--- config.mk ---
export PLATFORM = sky130hd
export DESIGN_NAME = pfs_port_func_sel
export DESIGN_NICKNAME = d
export VERILOG_FILES = /design/src/core/pfs_pkg.sv /design/src/core/pfs_pin_decode.sv /design/src/core/pfs_port_func_sel.sv /design/src/core/pfs_port_reg.sv
export VERILOG_INCLUDE_DIRS = /design/src /design/src/core
export SDC_FILE = /design/constraint.sdc
export NUM_CORES = 1
export LEC_CHECK = 0
export BUFFER_PORTS_ARGS = -buffer_cell sky130_fd_sc_hd__buf_2
export CAP_MARGIN = 20
export CORE_ASPECT_RATIO = 1.5
export CORE_UTILIZATION = 51
export DETAILED_ROUTE_END_ITERATION = 6
export MAX_ROUTING_LAYER = met4
export PLACE_DENSITY = 0.82
export SLEW_MARGIN = 40
export SYNTH_ARGS = -nofsm -noshare
export SYNTH_HDL_FRONTEND = slang
export SYNTH_HIERARCHICAL = 1
export SYNTH_SLANG_ARGS = --single-unit
--- constraint.sdc ---
create_clock -name core_clk_i -period 1.5 [get_ports core_clk_i]
set_clock_uncertainty 0.1 [all_clocks]
set_input_delay 0.15 -clock core_clk_i [delete_from_list [all_inputs] [get_ports core_clk_i]]
set_output_delay 0.15 -clock core_clk_i [all_outputs]
set_load 0.005 [all_outputs]
--- src/core/pfs_cfg.svh ---
`ifndef PFS_CFG_SVH
`define PFS_CFG_SVH

// ============================================================
// Register offsets (byte addresses)
`define PFS_P1_OFFS     8'h34
`define PFS_P2_OFFS     8'h38
`define PFS_P3_OFFS     8'h3c
`define PFS_P4_OFFS     8'h40
`define PFS_ADDR_W      8

// ============================================================
// Field positions
`define PFS_FUNC_LSB    0
`define PFS_ALT_LSB     8
`define PFS_TYPE_LSB    16
`define PFS_FIELD_W     8
`define PFS_DEF_W       24

// ============================================================
// Reset values
`define PFS_P1_RST      32'h0000_0000
`define PFS_P2_RST      32'h0000_0000
`define PFS_P3_RST      32'h0000_0000
`define PFS_P4_RST      32'h0000_00c0

`endif

--- src/core/pfs_pkg.sv ---
package pfs_pkg;

  // Pin function per select code {alt, func}
  typedef enum logic [1:0] {
    PFS_SEL_GPIO,
    PFS_SEL_ALT1,
    PFS_SEL_ALT2,
    PFS_SEL_ALT3
  } pfs_sel_e;

  // One port control register, defined fields only
  typedef struct packed {
    logic [7:0] schmitt;
    logic [7:0] alt;
    logic [7:0] func;
  } pfs_port_s;

endpackage : pfs_pkg

--- src/core/pfs_pin_decode.sv ---
`timescale 1ns/1ps

// Turns alt/func bit pairs into per-pin select codes
module pfs_pin_decode
  import pfs_pkg::*;
(
  input  wire logic [7:0]  alt_i,
  input  wire logic [7:0]  func_i,
  output pfs_sel_e [7:0]   sel_o
);

  always_comb begin
    for (int i = 0; i < 8; i++) begin
      sel_o[i] = pfs_sel_e'({alt_i[i], func_i[i]});
    end
  end

endmodule : pfs_pin_decode

--- src/core/pfs_port_func_sel.sv ---
// Contract
// RQ1 - Pin function from alternate and function bit pair; 00 is GPIO.
// RQ2 - Bits [23:16] enable Schmitt input per pin; one means enabled.
// RQ3 - Port1 pin4: 01 analog in 4, 10 SPI0 select, 11 comparator0 negative.
// RQ4 - Port1 pins 3,2: 01 analog in, 10 UART1 tx/rx, 11 reserved.
// RQ5 - Port1 pins 1,0: 01 analog, 10 timer3/timer2, 11 bus write strobes.
// RQ6 - Port2 pins: 01 bus address/data 15..8, 10 PWM B/A channels.
// RQ7 - Port2 code 11: pin6 comparator1 out, pins5,4 I2C1 enhanced only.
// RQ8 - Port3 pin7 01 read strobe; pin6 write strobe, clock out, comparator0.
// RQ9 - Port3 pins5,4: timers, I2C0; pin5 code 11 clock out enhanced only.
// RQ10 - Port3 pins3,2 ext irq; pin3 bus clock, timer1 ext; pin2 timer0 ext.
// RQ11 - Port3 pins1,0: UART0 tx/rx, 10 comparator1 inputs, 11 reserved.
// RQ12 - Port4 pins7,6: 01 debug data/clock; alternate bit set is reserved.
// RQ13 - Port4 pins5,4: bus latch/chip select, 10 I2C1 enhanced only.
// RQ14 - Port4 pin3 01 PWM2 ch3 output; capture when port4 function bit1 set.
// RQ15 - Port4 pin2 01 PWM ch2; pin1 PWM ch1 or timer3 ext input.
// RQ16 - Port4 register resets to 0xc0, debug pins active.
// RQ17 - Port2 and port3 registers reset to zero.
// RQ18 - Reserved bits [31:24] ignore writes and read as zero.
//
// Chosen here: strobed register access.
`timescale 1ns/1ps
`include "pfs_cfg.svh"

module pfs_port_func_sel
  import pfs_pkg::*;
#(
  parameter bit ENHANCED = 1'b1
) (
  input  wire logic        core_clk_i,
  input  wire logic        sys_rst_i,
  input  wire logic        clk_en_i,
  input  wire logic [7:0]  addr_i,
  input  wire logic [31:0] wdata_i,
  input  wire logic        wr_i,
  input  wire logic        rd_i,
  output logic [31:0]      rdata_o,
  // Schmitt enables per port
  output logic [7:0]       port1_schmitt_enables_o,
  output logic [7:0]       port2_schmitt_enables_o,
  output logic [7:0]       port3_schmitt_enables_o,
  output logic [7:0]       port4_schmitt_enables_o,
  // Per-pin selects, 2 bits per pin: 0 GPIO, 1..3 alternates
  output logic [15:0]      port1_pin_sel_o,
  output logic [15:0]      port2_pin_sel_o,
  output logic [15:0]      port3_pin_sel_o,
  output logic [15:0]      port4_pin_sel_o,
  // Port 1 routing
  output logic [4:0]       analog_input_en_o,
  output logic             spi0_slave_select_en_o,
  output logic             comparator0_negative_input_en_o,
  output logic             uart1_tx_en_o,
  output logic             uart1_rx_en_o,
  output logic             timer3_pin_en_o,
  output logic             timer2_pin_en_o,
  output logic             bus_write_strobe_high_byte_en_o,
  output logic             bus_write_strobe_low_byte_en_o,
  // Port 2 routing
  output logic [7:0]       bus_addr_data_hi_en_o,
  output logic [3:0]       pwm_group_b_en_o,
  output logic [3:0]       pwm_group_a_en_o,
  output logic             comparator1_output_en_o,
  output logic             i2c1_data_p2_en_o,
  output logic             i2c1_clock_p2_en_o,
  // Port 3 routing
  output logic             bus_read_strobe_en_o,
  output logic             bus_write_strobe_en_o,
  output logic             clock_driver_output_p36_en_o,
  output logic             clock_driver_output_p35_en_o,
  output logic             comparator0_output_en_o,
  output logic             timer1_pin_en_o,
  output logic             timer0_pin_en_o,
  output logic             i2c0_clock_en_o,
  output logic             i2c0_data_en_o,
  output logic             external_interrupt_1_en_o,
  output logic             external_interrupt_0_en_o,
  output logic             bus_clock_en_o,
  output logic             timer1_external_input_en_o,
  output logic             timer0_external_input_en_o,
  output logic             uart0_tx_en_o,
  output logic             uart0_rx_en_o,
  output logic             comparator1_positive_input_en_o,
  output logic             comparator1_negative_input_en_o,
  // Port 4 routing
  output logic             debug_data_pin_en_o,
  output logic             debug_clock_pin_en_o,
  output logic             bus_addr_latch_en_o,
  output logic             bus_chip_select_en_o,
  output logic             i2c1_data_p4_en_o,
  output logic             i2c1_clock_p4_en_o,
  output logic             pwm2_ch3_output_en_o,
  output logic             pwm2_ch3_capture_en_o,
  output logic             pwm_ch2_en_o,
  output logic             pwm_ch1_en_o,
  output logic             timer3_external_input_en_o,
  // One flag per port: some pin holds a reserved code
  output logic [3:0]       reserved_sel_o
);

  // ============================================================
  // Helpers
  // Reserved upper byte reads zero
  function automatic logic [31:0] pfs_word(input pfs_port_s p);
    return {8'h00, p};
  endfunction : pfs_word

  // Select code compare
  function automatic logic is_sel(input pfs_sel_e s, input pfs_sel_e c);
    return s == c;
  endfunction : is_sel

  // ============================================================
  // Registers
  logic      wr_p1;
  logic      wr_p2;
  logic      wr_p3;
  logic      wr_p4;
  pfs_port_s port1_q;
  pfs_port_s port2_q;
  pfs_port_s port3_q;
  pfs_port_s port4_q;

  // RQ18 full address match
  assign wr_p1 = wr_i && (addr_i == `PFS_P1_OFFS);
  assign wr_p2 = wr_i && (addr_i == `PFS_P2_OFFS);
  assign wr_p3 = wr_i && (addr_i == `PFS_P3_OFFS);
  assign wr_p4 = wr_i && (addr_i == `PFS_P4_OFFS);

  // Clock enable gates every register
  pfs_port_reg #(.RST_VAL(`PFS_P1_RST)) u_p1 (
    .core_clk_i (core_clk_i),
    .sys_rst_i  (sys_rst_i),
    .clk_en_i   (clk_en_i),
    .wr_i       (wr_p1),
    .wdata_i    (wdata_i),
    .value_o    (port1_q)
  );
  // RQ17 zero reset
  pfs_port_reg #(.RST_VAL(`PFS_P2_RST)) u_p2 (
    .core_clk_i (core_clk_i),
    .sys_rst_i  (sys_rst_i),
    .clk_en_i   (clk_en_i),
    .wr_i       (wr_p2),
    .wdata_i    (wdata_i),
    .value_o    (port2_q)
  );
  pfs_port_reg #(.RST_VAL(`PFS_P3_RST)) u_p3 (
    .core_clk_i (core_clk_i),
    .sys_rst_i  (sys_rst_i),
    .clk_en_i   (clk_en_i),
    .wr_i       (wr_p3),
    .wdata_i    (wdata_i),
    .value_o    (port3_q)
  );
  // RQ16 debug reset
  pfs_port_reg #(.RST_VAL(`PFS_P4_RST)) u_p4 (
    .core_clk_i (core_clk_i),
    .sys_rst_i  (sys_rst_i),
    .clk_en_i   (clk_en_i),
    .wr_i       (wr_p4),
    .wdata_i    (wdata_i),
    .value_o    (port4_q)
  );

  // ============================================================
  // Read data register
  typedef struct packed {
    logic [31:0] rdata;
  } pfs_rd_state_s;

  pfs_rd_state_s state_q;
  pfs_rd_state_s state_d;

  always_comb begin
    state_d = state_q;
    if (rd_i) begin
      // RQ18 reserved read zero
      unique case (addr_i)
        `PFS_P1_OFFS: state_d.rdata = pfs_word(port1_q);
        `PFS_P2_OFFS: state_d.rdata = pfs_word(port2_q);
        `PFS_P3_OFFS: state_d.rdata = pfs_word(port3_q);
        `PFS_P4_OFFS: state_d.rdata = pfs_word(port4_q);
        default:      state_d.rdata = 32'h0000_0000;
      endcase
    end
  end

  // Read data holds until next read
  always_ff @(posedge core_clk_i or posedge sys_rst_i) begin
    if (sys_rst_i) begin
      state_q <= '0;
    end else if (clk_en_i) begin
      state_q <= state_d;
    end
  end

  assign rdata_o = state_q.rdata;

  // ============================================================
  // Per-pin select decode
  pfs_sel_e [7:0] s1;
  pfs_sel_e [7:0] s2;
  pfs_sel_e [7:0] s3;
  pfs_sel_e [7:0] s4;

  // RQ1 pair decode
  pfs_pin_decode u_d1 (.alt_i(port1_q.alt), .func_i(port1_q.func),
                       .sel_o(s1));
  pfs_pin_decode u_d2 (.alt_i(port2_q.alt), .func_i(port2_q.func),
                       .sel_o(s2));
  pfs_pin_decode u_d3 (.alt_i(port3_q.alt), .func_i(port3_q.func),
                       .sel_o(s3));
  pfs_pin_decode u_d4 (.alt_i(port4_q.alt), .func_i(port4_q.func),
                       .sel_o(s4));

  // RQ1 code outputs
  assign port1_pin_sel_o = s1;
  assign port2_pin_sel_o = s2;
  assign port3_pin_sel_o = s3;
  assign port4_pin_sel_o = s4;

  // RQ2 Schmitt enables
  assign port1_schmitt_enables_o = port1_q.schmitt;
  assign port2_schmitt_enables_o = port2_q.schmitt;
  assign port3_schmitt_enables_o = port3_q.schmitt;
  assign port4_schmitt_enables_o = port4_q.schmitt;

  // ============================================================
  // Port 1 (pins 4..0)
  // Pins 7..5 reach only the select outputs
  always_comb begin
    for (int i = 0; i < 5; i++) begin
      analog_input_en_o[i] = is_sel(s1[i], PFS_SEL_ALT1);
    end
  end
  // RQ3 pin four
  assign spi0_slave_select_en_o          = is_sel(s1[4], PFS_SEL_ALT2);
  assign comparator0_negative_input_en_o = is_sel(s1[4], PFS_SEL_ALT3);
  // RQ4 UART1 pins
  assign uart1_tx_en_o = is_sel(s1[3], PFS_SEL_ALT2);
  assign uart1_rx_en_o = is_sel(s1[2], PFS_SEL_ALT2);
  // RQ5 timers, strobes
  assign timer3_pin_en_o = is_sel(s1[1], PFS_SEL_ALT2);
  assign timer2_pin_en_o = is_sel(s1[0], PFS_SEL_ALT2);
  assign bus_write_strobe_high_byte_en_o = is_sel(s1[1], PFS_SEL_ALT3);
  assign bus_write_strobe_low_byte_en_o  = is_sel(s1[0], PFS_SEL_ALT3);

  // ============================================================
  // Port 2
  // RQ6 bus and PWM
  always_comb begin
    for (int i = 0; i < 8; i++) begin
      bus_addr_data_hi_en_o[i] = is_sel(s2[i], PFS_SEL_ALT1);
    end
    for (int i = 0; i < 4; i++) begin
      pwm_group_a_en_o[i] = is_sel(s2[i], PFS_SEL_ALT2);
      pwm_group_b_en_o[i] = is_sel(s2[i+4], PFS_SEL_ALT2);
    end
  end
  // RQ7 code three
  assign comparator1_output_en_o = is_sel(s2[6], PFS_SEL_ALT3);
  assign i2c1_data_p2_en_o  = ENHANCED && is_sel(s2[5], PFS_SEL_ALT3);
  assign i2c1_clock_p2_en_o = ENHANCED && is_sel(s2[4], PFS_SEL_ALT3);

  // ============================================================
  // Port 3
  // RQ8 strobes
  assign bus_read_strobe_en_o         = is_sel(s3[7], PFS_SEL_ALT1);
  assign bus_write_strobe_en_o        = is_sel(s3[6], PFS_SEL_ALT1);
  assign clock_driver_output_p36_en_o = is_sel(s3[6], PFS_SEL_ALT2);
  assign comparator0_output_en_o      = is_sel(s3[6], PFS_SEL_ALT3);
  // RQ9 timers, I2C0
  assign timer1_pin_en_o = is_sel(s3[5], PFS_SEL_ALT1);
  assign timer0_pin_en_o = is_sel(s3[4], PFS_SEL_ALT1);
  assign i2c0_clock_en_o = is_sel(s3[5], PFS_SEL_ALT2);
  assign i2c0_data_en_o  = is_sel(s3[4], PFS_SEL_ALT2);
  assign clock_driver_output_p35_en_o =
    ENHANCED && is_sel(s3[5], PFS_SEL_ALT3);
  // RQ10 interrupts
  assign external_interrupt_1_en_o  = is_sel(s3[3], PFS_SEL_ALT1);
  assign external_interrupt_0_en_o  = is_sel(s3[2], PFS_SEL_ALT1);
  assign bus_clock_en_o             = is_sel(s3[3], PFS_SEL_ALT2);
  assign timer1_external_input_en_o = is_sel(s3[3], PFS_SEL_ALT3);
  assign timer0_external_input_en_o = is_sel(s3[2], PFS_SEL_ALT2);
  // RQ11 UART0, comparator1
  assign uart0_tx_en_o = is_sel(s3[1], PFS_SEL_ALT1);
  assign uart0_rx_en_o = is_sel(s3[0], PFS_SEL_ALT1);
  assign comparator1_positive_input_en_o = is_sel(s3[1], PFS_SEL_ALT2);
  assign comparator1_negative_input_en_o = is_sel(s3[0], PFS_SEL_ALT2);

  // ============================================================
  // Port 4 (pins 7..1)
  // Pin 0 reaches only the select outputs
  // RQ12 debug pins
  assign debug_data_pin_en_o  = is_sel(s4[7], PFS_SEL_ALT1);
  assign debug_clock_pin_en_o = is_sel(s4[6], PFS_SEL_ALT1);
  // RQ13 bus, I2C1
  assign bus_addr_latch_en_o  = is_sel(s4[5], PFS_SEL_ALT1);
  assign bus_chip_select_en_o = is_sel(s4[4], PFS_SEL_ALT1);
  assign i2c1_data_p4_en_o  = ENHANCED && is_sel(s4[5], PFS_SEL_ALT2);
  assign i2c1_clock_p4_en_o = ENHANCED && is_sel(s4[4], PFS_SEL_ALT2);
  // RQ14 output or capture
  assign pwm2_ch3_output_en_o  = is_sel(s4[3], PFS_SEL_ALT1) &&
                                 !port4_q.func[1];
  assign pwm2_ch3_capture_en_o = is_sel(s4[3], PFS_SEL_ALT1) &&
                                 port4_q.func[1];
  // RQ15 PWM, timer3
  assign pwm_ch2_en_o = is_sel(s4[2], PFS_SEL_ALT1);
  assign pwm_ch1_en_o = is_sel(s4[1], PFS_SEL_ALT1);
  assign timer3_external_input_en_o = is_sel(s4[1], PFS_SEL_ALT2);

  // ============================================================
  // Reserved code detection
  always_comb begin
    // RQ4 port1 code 11
    reserved_sel_o[0] = is_sel(s1[3], PFS_SEL_ALT3) ||
                        is_sel(s1[2], PFS_SEL_ALT3);
    // RQ7 port2 code 11
    reserved_sel_o[1] = 1'b0;
    for (int i = 0; i < 8; i++) begin
      if (i != 6 && !(ENHANCED && (i == 4 || i == 5))) begin
        reserved_sel_o[1] = reserved_sel_o[1] ||
                            is_sel(s2[i], PFS_SEL_ALT3);
      end
    end
    // RQ8 port3 reserved codes
    reserved_sel_o[2] = port3_q.alt[7] ||
                        (!ENHANCED && is_sel(s3[5], PFS_SEL_ALT3)) ||
                        is_sel(s3[4], PFS_SEL_ALT3) ||
                        is_sel(s3[2], PFS_SEL_ALT3) ||
                        is_sel(s3[1], PFS_SEL_ALT3) ||
                        is_sel(s3[0], PFS_SEL_ALT3);
    // RQ12 port4 reserved codes
    reserved_sel_o[3] = port4_q.alt[7] || port4_q.alt[6] ||
                        port4_q.alt[3] || port4_q.alt[2] ||
                        is_sel(s4[5], PFS_SEL_ALT3) ||
                        is_sel(s4[4], PFS_SEL_ALT3) ||
                        is_sel(s4[1], PFS_SEL_ALT3) ||
                        (!ENHANCED && (is_sel(s4[5], PFS_SEL_ALT2) ||
                                       is_sel(s4[4], PFS_SEL_ALT2)));
  end

endmodule : pfs_port_func_sel

--- src/core/pfs_port_reg.sv ---
`timescale 1ns/1ps
`include "pfs_cfg.svh"

// One port control register with reset value and write port
module pfs_port_reg
  import pfs_pkg::*;
#(
  parameter logic [31:0] RST_VAL = 32'h0000_0000
) (
  input  wire logic        core_clk_i,
  input  wire logic        sys_rst_i,
  input  wire logic        clk_en_i,
  input  wire logic        wr_i,
  input  wire logic [31:0] wdata_i,
  output pfs_port_s        value_o
);

  typedef struct packed {
    pfs_port_s port;
  } pfs_reg_state_s;

  pfs_reg_state_s state_q;
  pfs_reg_state_s state_d;

  always_comb begin
    state_d = state_q;
    // Upper bits are dropped
    if (wr_i) begin
      state_d.port = wdata_i[`PFS_DEF_W-1:0];
    end
  end

  always_ff @(posedge core_clk_i or posedge sys_rst_i) begin
    if (sys_rst_i) begin
      state_q <= RST_VAL[`PFS_DEF_W-1:0];
    end else if (clk_en_i) begin
      state_q <= state_d;
    end
  end

  assign value_o = state_q.port;

endmodule : pfs_port_reg

Word level (Yosys, flattened, before mapping) --
Index checks and enable logic that the tools add are counted.
Word-level totals: output and inout bits 193, register bits 128, input port bits 45, word-level logic and storage cells 119
Operators by class: equality and inequality tests 78, mux-type cells 1, reduce and logical (&&, ||, !) cells 27
Operator list (count):
- $pmux 24 s4 | 1
- $eq 2x2->1 const B | 46
- $eq 2x1->1 const B | 28
- $eq 8x6->1 const B | 3
- $logic_or 1x1->1 | 15
- $reduce_and 2->1 | 5
- $eq 8x7->1 const B | 1
- $logic_and 1x1->1 | 6
- $logic_not 1->1 | 1

Logic depth before layout (Yosys ltp) --
Gate-level depths: netlist of run 1.
word-level depth 6, mapped depth 9

Cells and area by module --
The synthesis of run 1 kept the hierarchy.
Modules (own cells, without submodules):
- pfs_port_reg (u_p1 ...) | times used 3, cells an instance 52, area each 978.4 um^2
- pfs_port_func_sel | times used 1, cells an instance 260, area each 2308.5 um^2
- pfs_port_reg (u_p4) | times used 1, cells an instance 52, area each 980.9 um^2
- pfs_pin_decode | times used 4, cells an instance 16, area each 120.1 um^2

Worst setup path after synthesis of run 1 --
OpenSTA, ideal clock, no wires.
path type input to register, start point input port addr_i[5], end point register u_p4.state_q, in the netlist u_p4/value_o[0], data required time 1275 ps, data arrival time 1892 ps, stages 7, slack -617 ps, library setup time 125 ps, cells stage by stage or4b_4 > nor4_4 > buf_6 > and2_1 > nand2_2 > buf_6 > mux2_4
On the way: longest elaborated chain between the ends 3
Ends and longest elaborated chain:
- from (decl) | RTL line pfs_port_func_sel.sv:33 | input wire logic [7:0] addr_i,
- $eq 8x7->1
- $logic_and 1x1->1 | RTL line pfs_port_func_sel.sv:127 | assign wr_p4 = wr_i && (addr_i == `PFS_P4_OFFS);
- named net wr_p4 | RTL line pfs_port_func_sel.sv:117 | logic wr_p4;
- $reduce_and 2->1 (no line)
- to (signal assigned) | RTL line pfs_port_reg.sv:35 | state_q <= RST_VAL[`PFS_DEF_W-1:0];
- to (signal assigned) | RTL line pfs_port_reg.sv:37 | state_q <= state_d;
- to (decl) | RTL line pfs_port_reg.sv:22 | pfs_reg_state_s state_q;
The timed path passes the listed nets, and every way through them passes these cells. A chain may end at the register's enable or synchronous reset.

Worst setup path after layout of run 1 --
start point register u_p2.state_q, in the netlist u_p2/value_o[0], end point output port reserved_sel_o[1]
On the way: longest elaborated chain between the ends 5
Ends and longest elaborated chain:
- from (decl) | RTL line pfs_port_reg.sv:22
- from (signal assigned) | RTL line pfs_port_reg.sv:35
- from (signal assigned) | RTL line pfs_port_reg.sv:37
- $eq 2x2->1 | RTL line pfs_port_func_sel.sv:109 | return s == c;
- $logic_or 1x1->1 (4 in series) | RTL line pfs_port_func_sel.sv:322 | reserved_sel_o[1] = reserved_sel_o[1] ||
- to (decl) | RTL line pfs_port_func_sel.sv:97 | output logic [3:0] reserved_sel_o
Every way passes these cells.

==> flow_summary.yaml, run 1 <==
grt:
  grt_pass1_wl_mm: 30.66
  track_usage_pct: 32.19
  antenna_found_initial: 0
  grt.overflow.total: 0
  grt_max_degree: 27
  grt_pass1_vias: 5333
drt:
  postRouteAntennaNets: 0
  viasPerCell: 5.644
  finalWirelength_mm: 20.87
  drc: 0
  drt_iter0_drc: 383
  vias: 5226
  first_pass_iters: 6
  routedWlPerCell_um: 22.54
timing:
  timing.final.crit_share_pct: 116.4
  slew_violations: 0
  finalSetupViolations: 27
  setup_tns_ps: -1333
  period_needed_ps: 1747
  fmax_mhz: 572.5
  worst_slack_ps: -246.7
  rsz0062_at_grt: "true"
  hold_viol: 0
place:
  hpwl_mm: 14.22
  port_buffers: 221
  post-place-ws_ps: -439.2
  gp_congestion: 0.8399
  placed_area_mm2: 0.007764
  dp_cells: 858
pwr:
  p_per_area_mw_per_mm2: 964.7
  peakVddDrop_mv: 0.8249
  power.total_w: 0.008551
  leakage_nw: 5.034
synth:
  seq_area_frac_synth_pct: 44.82
  yosysUniqueCellTypes: 32
  ys_ff_latch: 120
  syn_area_per_cell_um2: 12.60
  yosys_warnings: 6
  synth-edff-count: 0
  synth_flop_cell: "dfrtp_1"
  async_flop_share_pct: 100.0
  synthesis.instances: 532
  netlist_area_mm2: 0.006705
cells_and_area:
  multi_input_area_mm2: 0.003064
  regArea_mm2: 0.003024
  finalInstanceArea_mm2: 0.008864
  n_fill_cell: 892
  drive_gt1_share_pct: 62.34
  diodes: 0
  post_layout_nonfiller_instances: 926
  area_growth_pct: 32.19
  final_cell_mix: "219 x buf_2, 103 x dfrtp_1, 80 x mux2_4"
  final_common_cell: "buf_2"
  nets: 802
die:
  ios: 238
  die-area_mm2: 0.01362
  rows: 50
  coreArea_mm2: 0.01264
  die_w_um: 95.62
  die_y_um: 142.4
  start_util_pct: 53.06
critical_path:
  cp.arrival_ps: 1500
  end_kind: "output pin"
  crit_fanout: 2
  r2r_cells: 4
  path_class: "reg -> out"
  required_ps: 1250
  reg2reg_from: "u_p3/value_o[10]$_DFFE_PP0P_"
  cp-start-kind: "flip-flop"
  r2r-end: "rdata_o[10]$_DFFE_PP0P_"
  rrSetupSlack_ps: 140
min_path:
  hold_class: "in -> async"
clocking:
  cts_max_level: 4
  root_buffer: "clkbuf_16"
  cts_buffer_depth: 2
  clock_sinks: 120
  clock_latency_ps: 420
  cts_buffers: 17
  clk_pin_slew_ps: 60
  cts_tree: "done"
run_status:
  violations: "setup timing"
  status: "finished, violations left"
run:
  max_cap_violations: 0
==> cells in the mapped netlist (2+ instances only) <==
library cell  number  area, µm²
a211oi_1           2      15.01
a211oi_2          22      275.3
a21oi_1           24      120.1
a222oi_1           3      30.03
a22oi_1           24      180.2
and2_1            13      81.33
and3_1             2      12.51
buf_4             72      540.5
buf_6             13      146.4
clkbuf_1          12      45.04
dfrtp_1          118       2953
dfstp_2            2      52.55
inv_1              5      18.77
mux2_2            39      439.2
mux2_4            80       1201
mux2i_1            2      20.02
nand2_1            6      22.52
nand2_2            4      25.02
nor2_1            27      101.4
nor2b_1           50      312.8
==> logic make-up after synthesis <==
group / share of synthesized area, %
AO/OA/AOI/OAI: 9.517
other: 0.05593
flip-flops: 44.82
AND/OR/NAND/NOR: 9.573
buffers and inverters: 11.27
multiplexers: 24.76
==> worst max path at each step <==
stage,from,end,slack (ps),depth (start not counted)
after floorplan,addr_i[5],u_p4/value_o[0]$_DFFE_PP0P_,-590,7
after global placement,addr_i[5],u_p4/value_o[17]$_DFFE_PP0P_,-430,7
after detailed placement,addr_i[5],u_p4/value_o[16]$_DFFE_PP0P_,-440,7
after CTS,u_p2/value_o[8]$_DFFE_PP0P_,reserved_sel_o[1],-200,3
after global routing,u_p2/value_o[0]$_DFFE_PP0P_,reserved_sel_o[1],-250,3
final,u_p2/value_o[0]$_DFFE_PP0P_,reserved_sel_o[1],-250,3
==> state kept, by name, summed over array words and instances, names as in the netlist <==
register,cells
u_p1/value_o,24
rdata_o,24
u_p3/value_o,24
u_p2/value_o,24
u_p4/value_o,24
==> layer usage <==
metal	GRT usage [%]	vias to the layer above	wire length (µm)
met4	12.02	0	531
met1	34.10	2647	7499
met2	57.74	294	11480
met3	6.677	40	1362
li1	-	2245	-
met5	-	-	0
==> worst max-delay path, cell delays in order (launching register included) <==
cell	delay, ps
dfrtp_1	380
a222oi_1	470
nand2_1	80
buf_2	140
==> metrics by stage <==
step / util, % / hold WS, ps
finish: 70.14 / 147.8
global route: 70.14 / 151.4
CTS: 69.46 / 135.6
detailed placement: 61.44 / 14.94
global placement: 61.44 / 13.51
floorplan: - / 63.14
==> repair_timing <==
action,in CTS,in global routing
pin swaps,6,5
hold endpoints to repair,196,0
cloned,2,1
hold buffers,25,0
resized for setup,16,23
setup buffers,7,5
endpoints found under the setup margin,17,49
==> power by group <==
part	total, W	internal (W)	switching [W]
Combinational	0.000923	0.000464	0.000459
Clock	0.00412	0.00265	0.00147
Sequential	0.00351	0.00338	0.000135
Total	0.00855	0.00649	0.00206
==> final cells by class <==
type	instances	share of cell area [%]
clock buffers	20	5.040
inverters	5	0.2117
flip-flops and latches	120	34.12
multi-input cells	316	34.57
repair buffers	297	22.16
clock inverters	12	1.694
well taps	156	2.202
(Power assumes the default switching activity.)
==> run 2, diff against run 1 <==
--- a/config.mk
+++ b/config.mk
@@ -13,6 +13,7 @@
 export DETAILED_ROUTE_END_ITERATION = 6
 export MAX_ROUTING_LAYER = met4
 export PLACE_DENSITY = 0.82
+export RECOVER_POWER = 100
 export SLEW_MARGIN = 40
 export SYNTH_ARGS = -nofsm -noshare
 export SYNTH_HDL_FRONTEND = slang
==> run 2 against run 1 <==
Effect of this change:
- the flow still finishes with violations (setup timing)
- cell count unchanged
- sequential share of layout area is 0.35 points higher
- sequential cell count stayed put
- first-iteration DRC count grew 4.4%
- maximum frequency grew 0.59%
- total power is 0.33% lower
- sequential power is essentially flat
- setup slack better by 10 ps
- combinational power is 3.7% lower
- core utilization fell by 0.97 points
- register-to-register slack about the same
- critical endpoint unchanged
- largest cell class unchanged
==> flow_summary.yaml, run 2 (synthesized netlist as in run 1, its figures left out) <==
run_status:
  status: "finished, violations left"
  violations: "setup timing"
critical_path:
  crit_fanout: 2
  crit_chain: "a222oi_1 > nand2_1 > buf_2"
  cp_num_buf_inv: 1
  reg2reg_from: "u_p3/value_o[10]$_DFFE_PP0P_"
  rrSetupSlack_ps: 140
  worst_path_max_delay_cell: "a222oi_1"
  critPathTopFamily: "compound AO/OA/AOI/OAI gates"
  crit_path_start: "u_p2/value_o[0]$_DFFE_PP0P_"
  path_class: "reg -> out"
  endpoint: "reserved_sel_o[1]"
  r2r-end: "rdata_o[10]$_DFFE_PP0P_"
  cp.arrival_ps: 1490
  max_stage_delay_ps: 460
  required_ps: 1250
  cp-start-kind: "flip-flop"
  r2r_cells: 4
  cp.depth: 3
  end_kind: "output pin"
grt:
  track_usage_pct: 32.19
  antenna_found_initial: 0
  grt_pass1_wl_mm: 30.66
  grt_pass1_vias: 5333
  grt_max_degree: 27
  grt.overflow.total: 0
clocking:
  clock_sinks: 120
  cts_tree: "done"
  cts_buffers: 17
  clock_latency_ps: 420
  cts_max_level: 4
  cts_buffer_depth: 2
  root_buffer: "clkbuf_16"
  clk_pin_slew_ps: 60
timing:
  timing.final.crit_share_pct: 115.8
  fmax_mhz: 575.9
  max_slew_margin_pct: 39.69
  period_needed_ps: 1737
  worst_slack_ps: -236.5
  rsz0062_at_grt: "true"
  hold_viol: 0
  finalSetupViolations: 27
  setup_tns_ps: -1276
  hold_slack_ps: 206.8
  slew_violations: 0
  tightest_slew_ps: 904.6
place:
  hpwl_mm: 14.22
  gp_congestion: 0.8399
  dp_cells: 858
  placed_area_mm2: 0.007764
  port_buffers: 221
die:
  die_w_um: 95.62
  ios: 238
  start_util_pct: 53.06
  die_y_um: 142.4
  rows: 50
  coreArea_mm2: 0.01264
  die-area_mm2: 0.01362
cells_and_area:
  final_cell_mix: "167 x buf_2, 112 x dfrtp_1, 80 x mux2_4"
  final_common_cell: "buf_2"
  area_growth_pct: 30.36
  diodes: 0
  finalInstanceArea_mm2: 0.008741
  drive_gt1_share_pct: 54.03
  n_fill_cell: 933
  multi_input_area_mm2: 0.003064
  nets: 802
  regArea_mm2: 0.003013
  post_layout_nonfiller_instances: 926
pwr:
  p_clk_share_pct: 48.3
  p_per_area_mw_per_mm2: 975.0
  peakVddDrop_mv: 0.8235
  pwr-share-comb_pct: 10.4
  power.total_w: 0.008522
  p_int_w: 0.006453
  seq_power_share_pct: 41.2
  switching_share_pct: 24.28
  leakage_nw: 4.815
  p_sw_w: 0.002069
drt:
  first_pass_iters: 6
  postRouteAntennaNets: 0
  routedWlPerCell_um: 22.63
  vias: 5223
  viasPerCell: 5.640
  drt_iter0_drc: 400
  finalWirelength_mm: 20.95
  drc: 0
run:
  max_cap_violations: 0
min_path:
  hold_class: "in -> async"
run 2: cell types whose count changed in the layout (fill, tap and decap cells not counted), sizes merged:
| cell | previous run | this run |
|---|---|---|
| buf | 271 | 212 |
| clkbuf | 21 | 80 |
run 2: worst register-to-register path, stage by stage, from the launching register on:
cell and delay (ps):
dfrtp_2 430, buf_6 140, mux2_2 280, a22oi_1 200, a211oi_2 100
run 2: metal layers:
layer  global-route usage (%)  share of wire (%)
met5                        -                  0
met4                    12.02                2.3
met3                    6.677                6.6
met2                    57.74                 55
met1                    34.10                 36
run 2: layout make-up:
| type | count | area share (%) |
|---|---|---|
| Multi-Input combinational cell | 316 | 35.06 |
| Timing Repair Buffer | 297 | 21.20 |
| Tap cell | 156 | 2.233 |
| Sequential cell | 120 | 34.47 |
| Clock inverter | 12 | 1.718 |
| Clock buffer | 20 | 5.110 |
| Inverter | 5 | 0.2147 |
run 2: repair_timing:
| action | in CTS | in global routing |
|---|---|---|
| resized for setup | 16 | 23 |
| endpoints found under the hold margin | 196 | 0 |
| cloned | 2 | 1 |
| pin swaps | 6 | 5 |
| hold buffers | 25 | 0 |
| setup endpoints to repair | 17 | 49 |
| setup buffers | 7 | 5 |
run 2: worst min path at each step:
stage / cells past startpoint / start / end
global placement: 2 / sys_rst_i / u_p4/value_o[23]$_DFFE_PP0P_
detailed placement: 2 / sys_rst_i / u_p4/value_o[23]$_DFFE_PP0P_
global route: 3 / sys_rst_i / u_p4/value_o[17]$_DFFE_PP0P_
CTS: 3 / sys_rst_i / u_p4/value_o[17]$_DFFE_PP0P_
finish: 3 / sys_rst_i / u_p4/value_o[17]$_DFFE_PP0P_
floorplan: 1 / sys_rst_i / u_p4/value_o[0]$_DFFE_PP0P_
run 2: power groups by stage:
stage | registers, W | clock network [W] | logic, W
2_1_floorplan | 0.00351 | 0 | 0.000498
6_report | 0.00351 | 0.00412 | 0.000889
5_1_grt | 0.00352 | 0.00431 | 0.000957
3_5_place_dp | 0.00356 | 0 | 0.000835
4_1_cts | 0.00351 | 0.00414 | 0.000907
3_3_place_gp | 0.00355 | 0 | 0.000808
run 2: stage by stage:
| stage | util, % | setup slack, ps |
|---|---|---|
| 6_report | 69.17 | -236.5 |
| 2_1_floorplan | - | -590.0 |
| 4_1_cts | 69.46 | -201.6 |
| 5_1_grt | 69.17 | -250.6 |
| 3_5_place_dp | 61.44 | -439.2 |
| 3_3_place_gp | 61.44 | -426.3 |
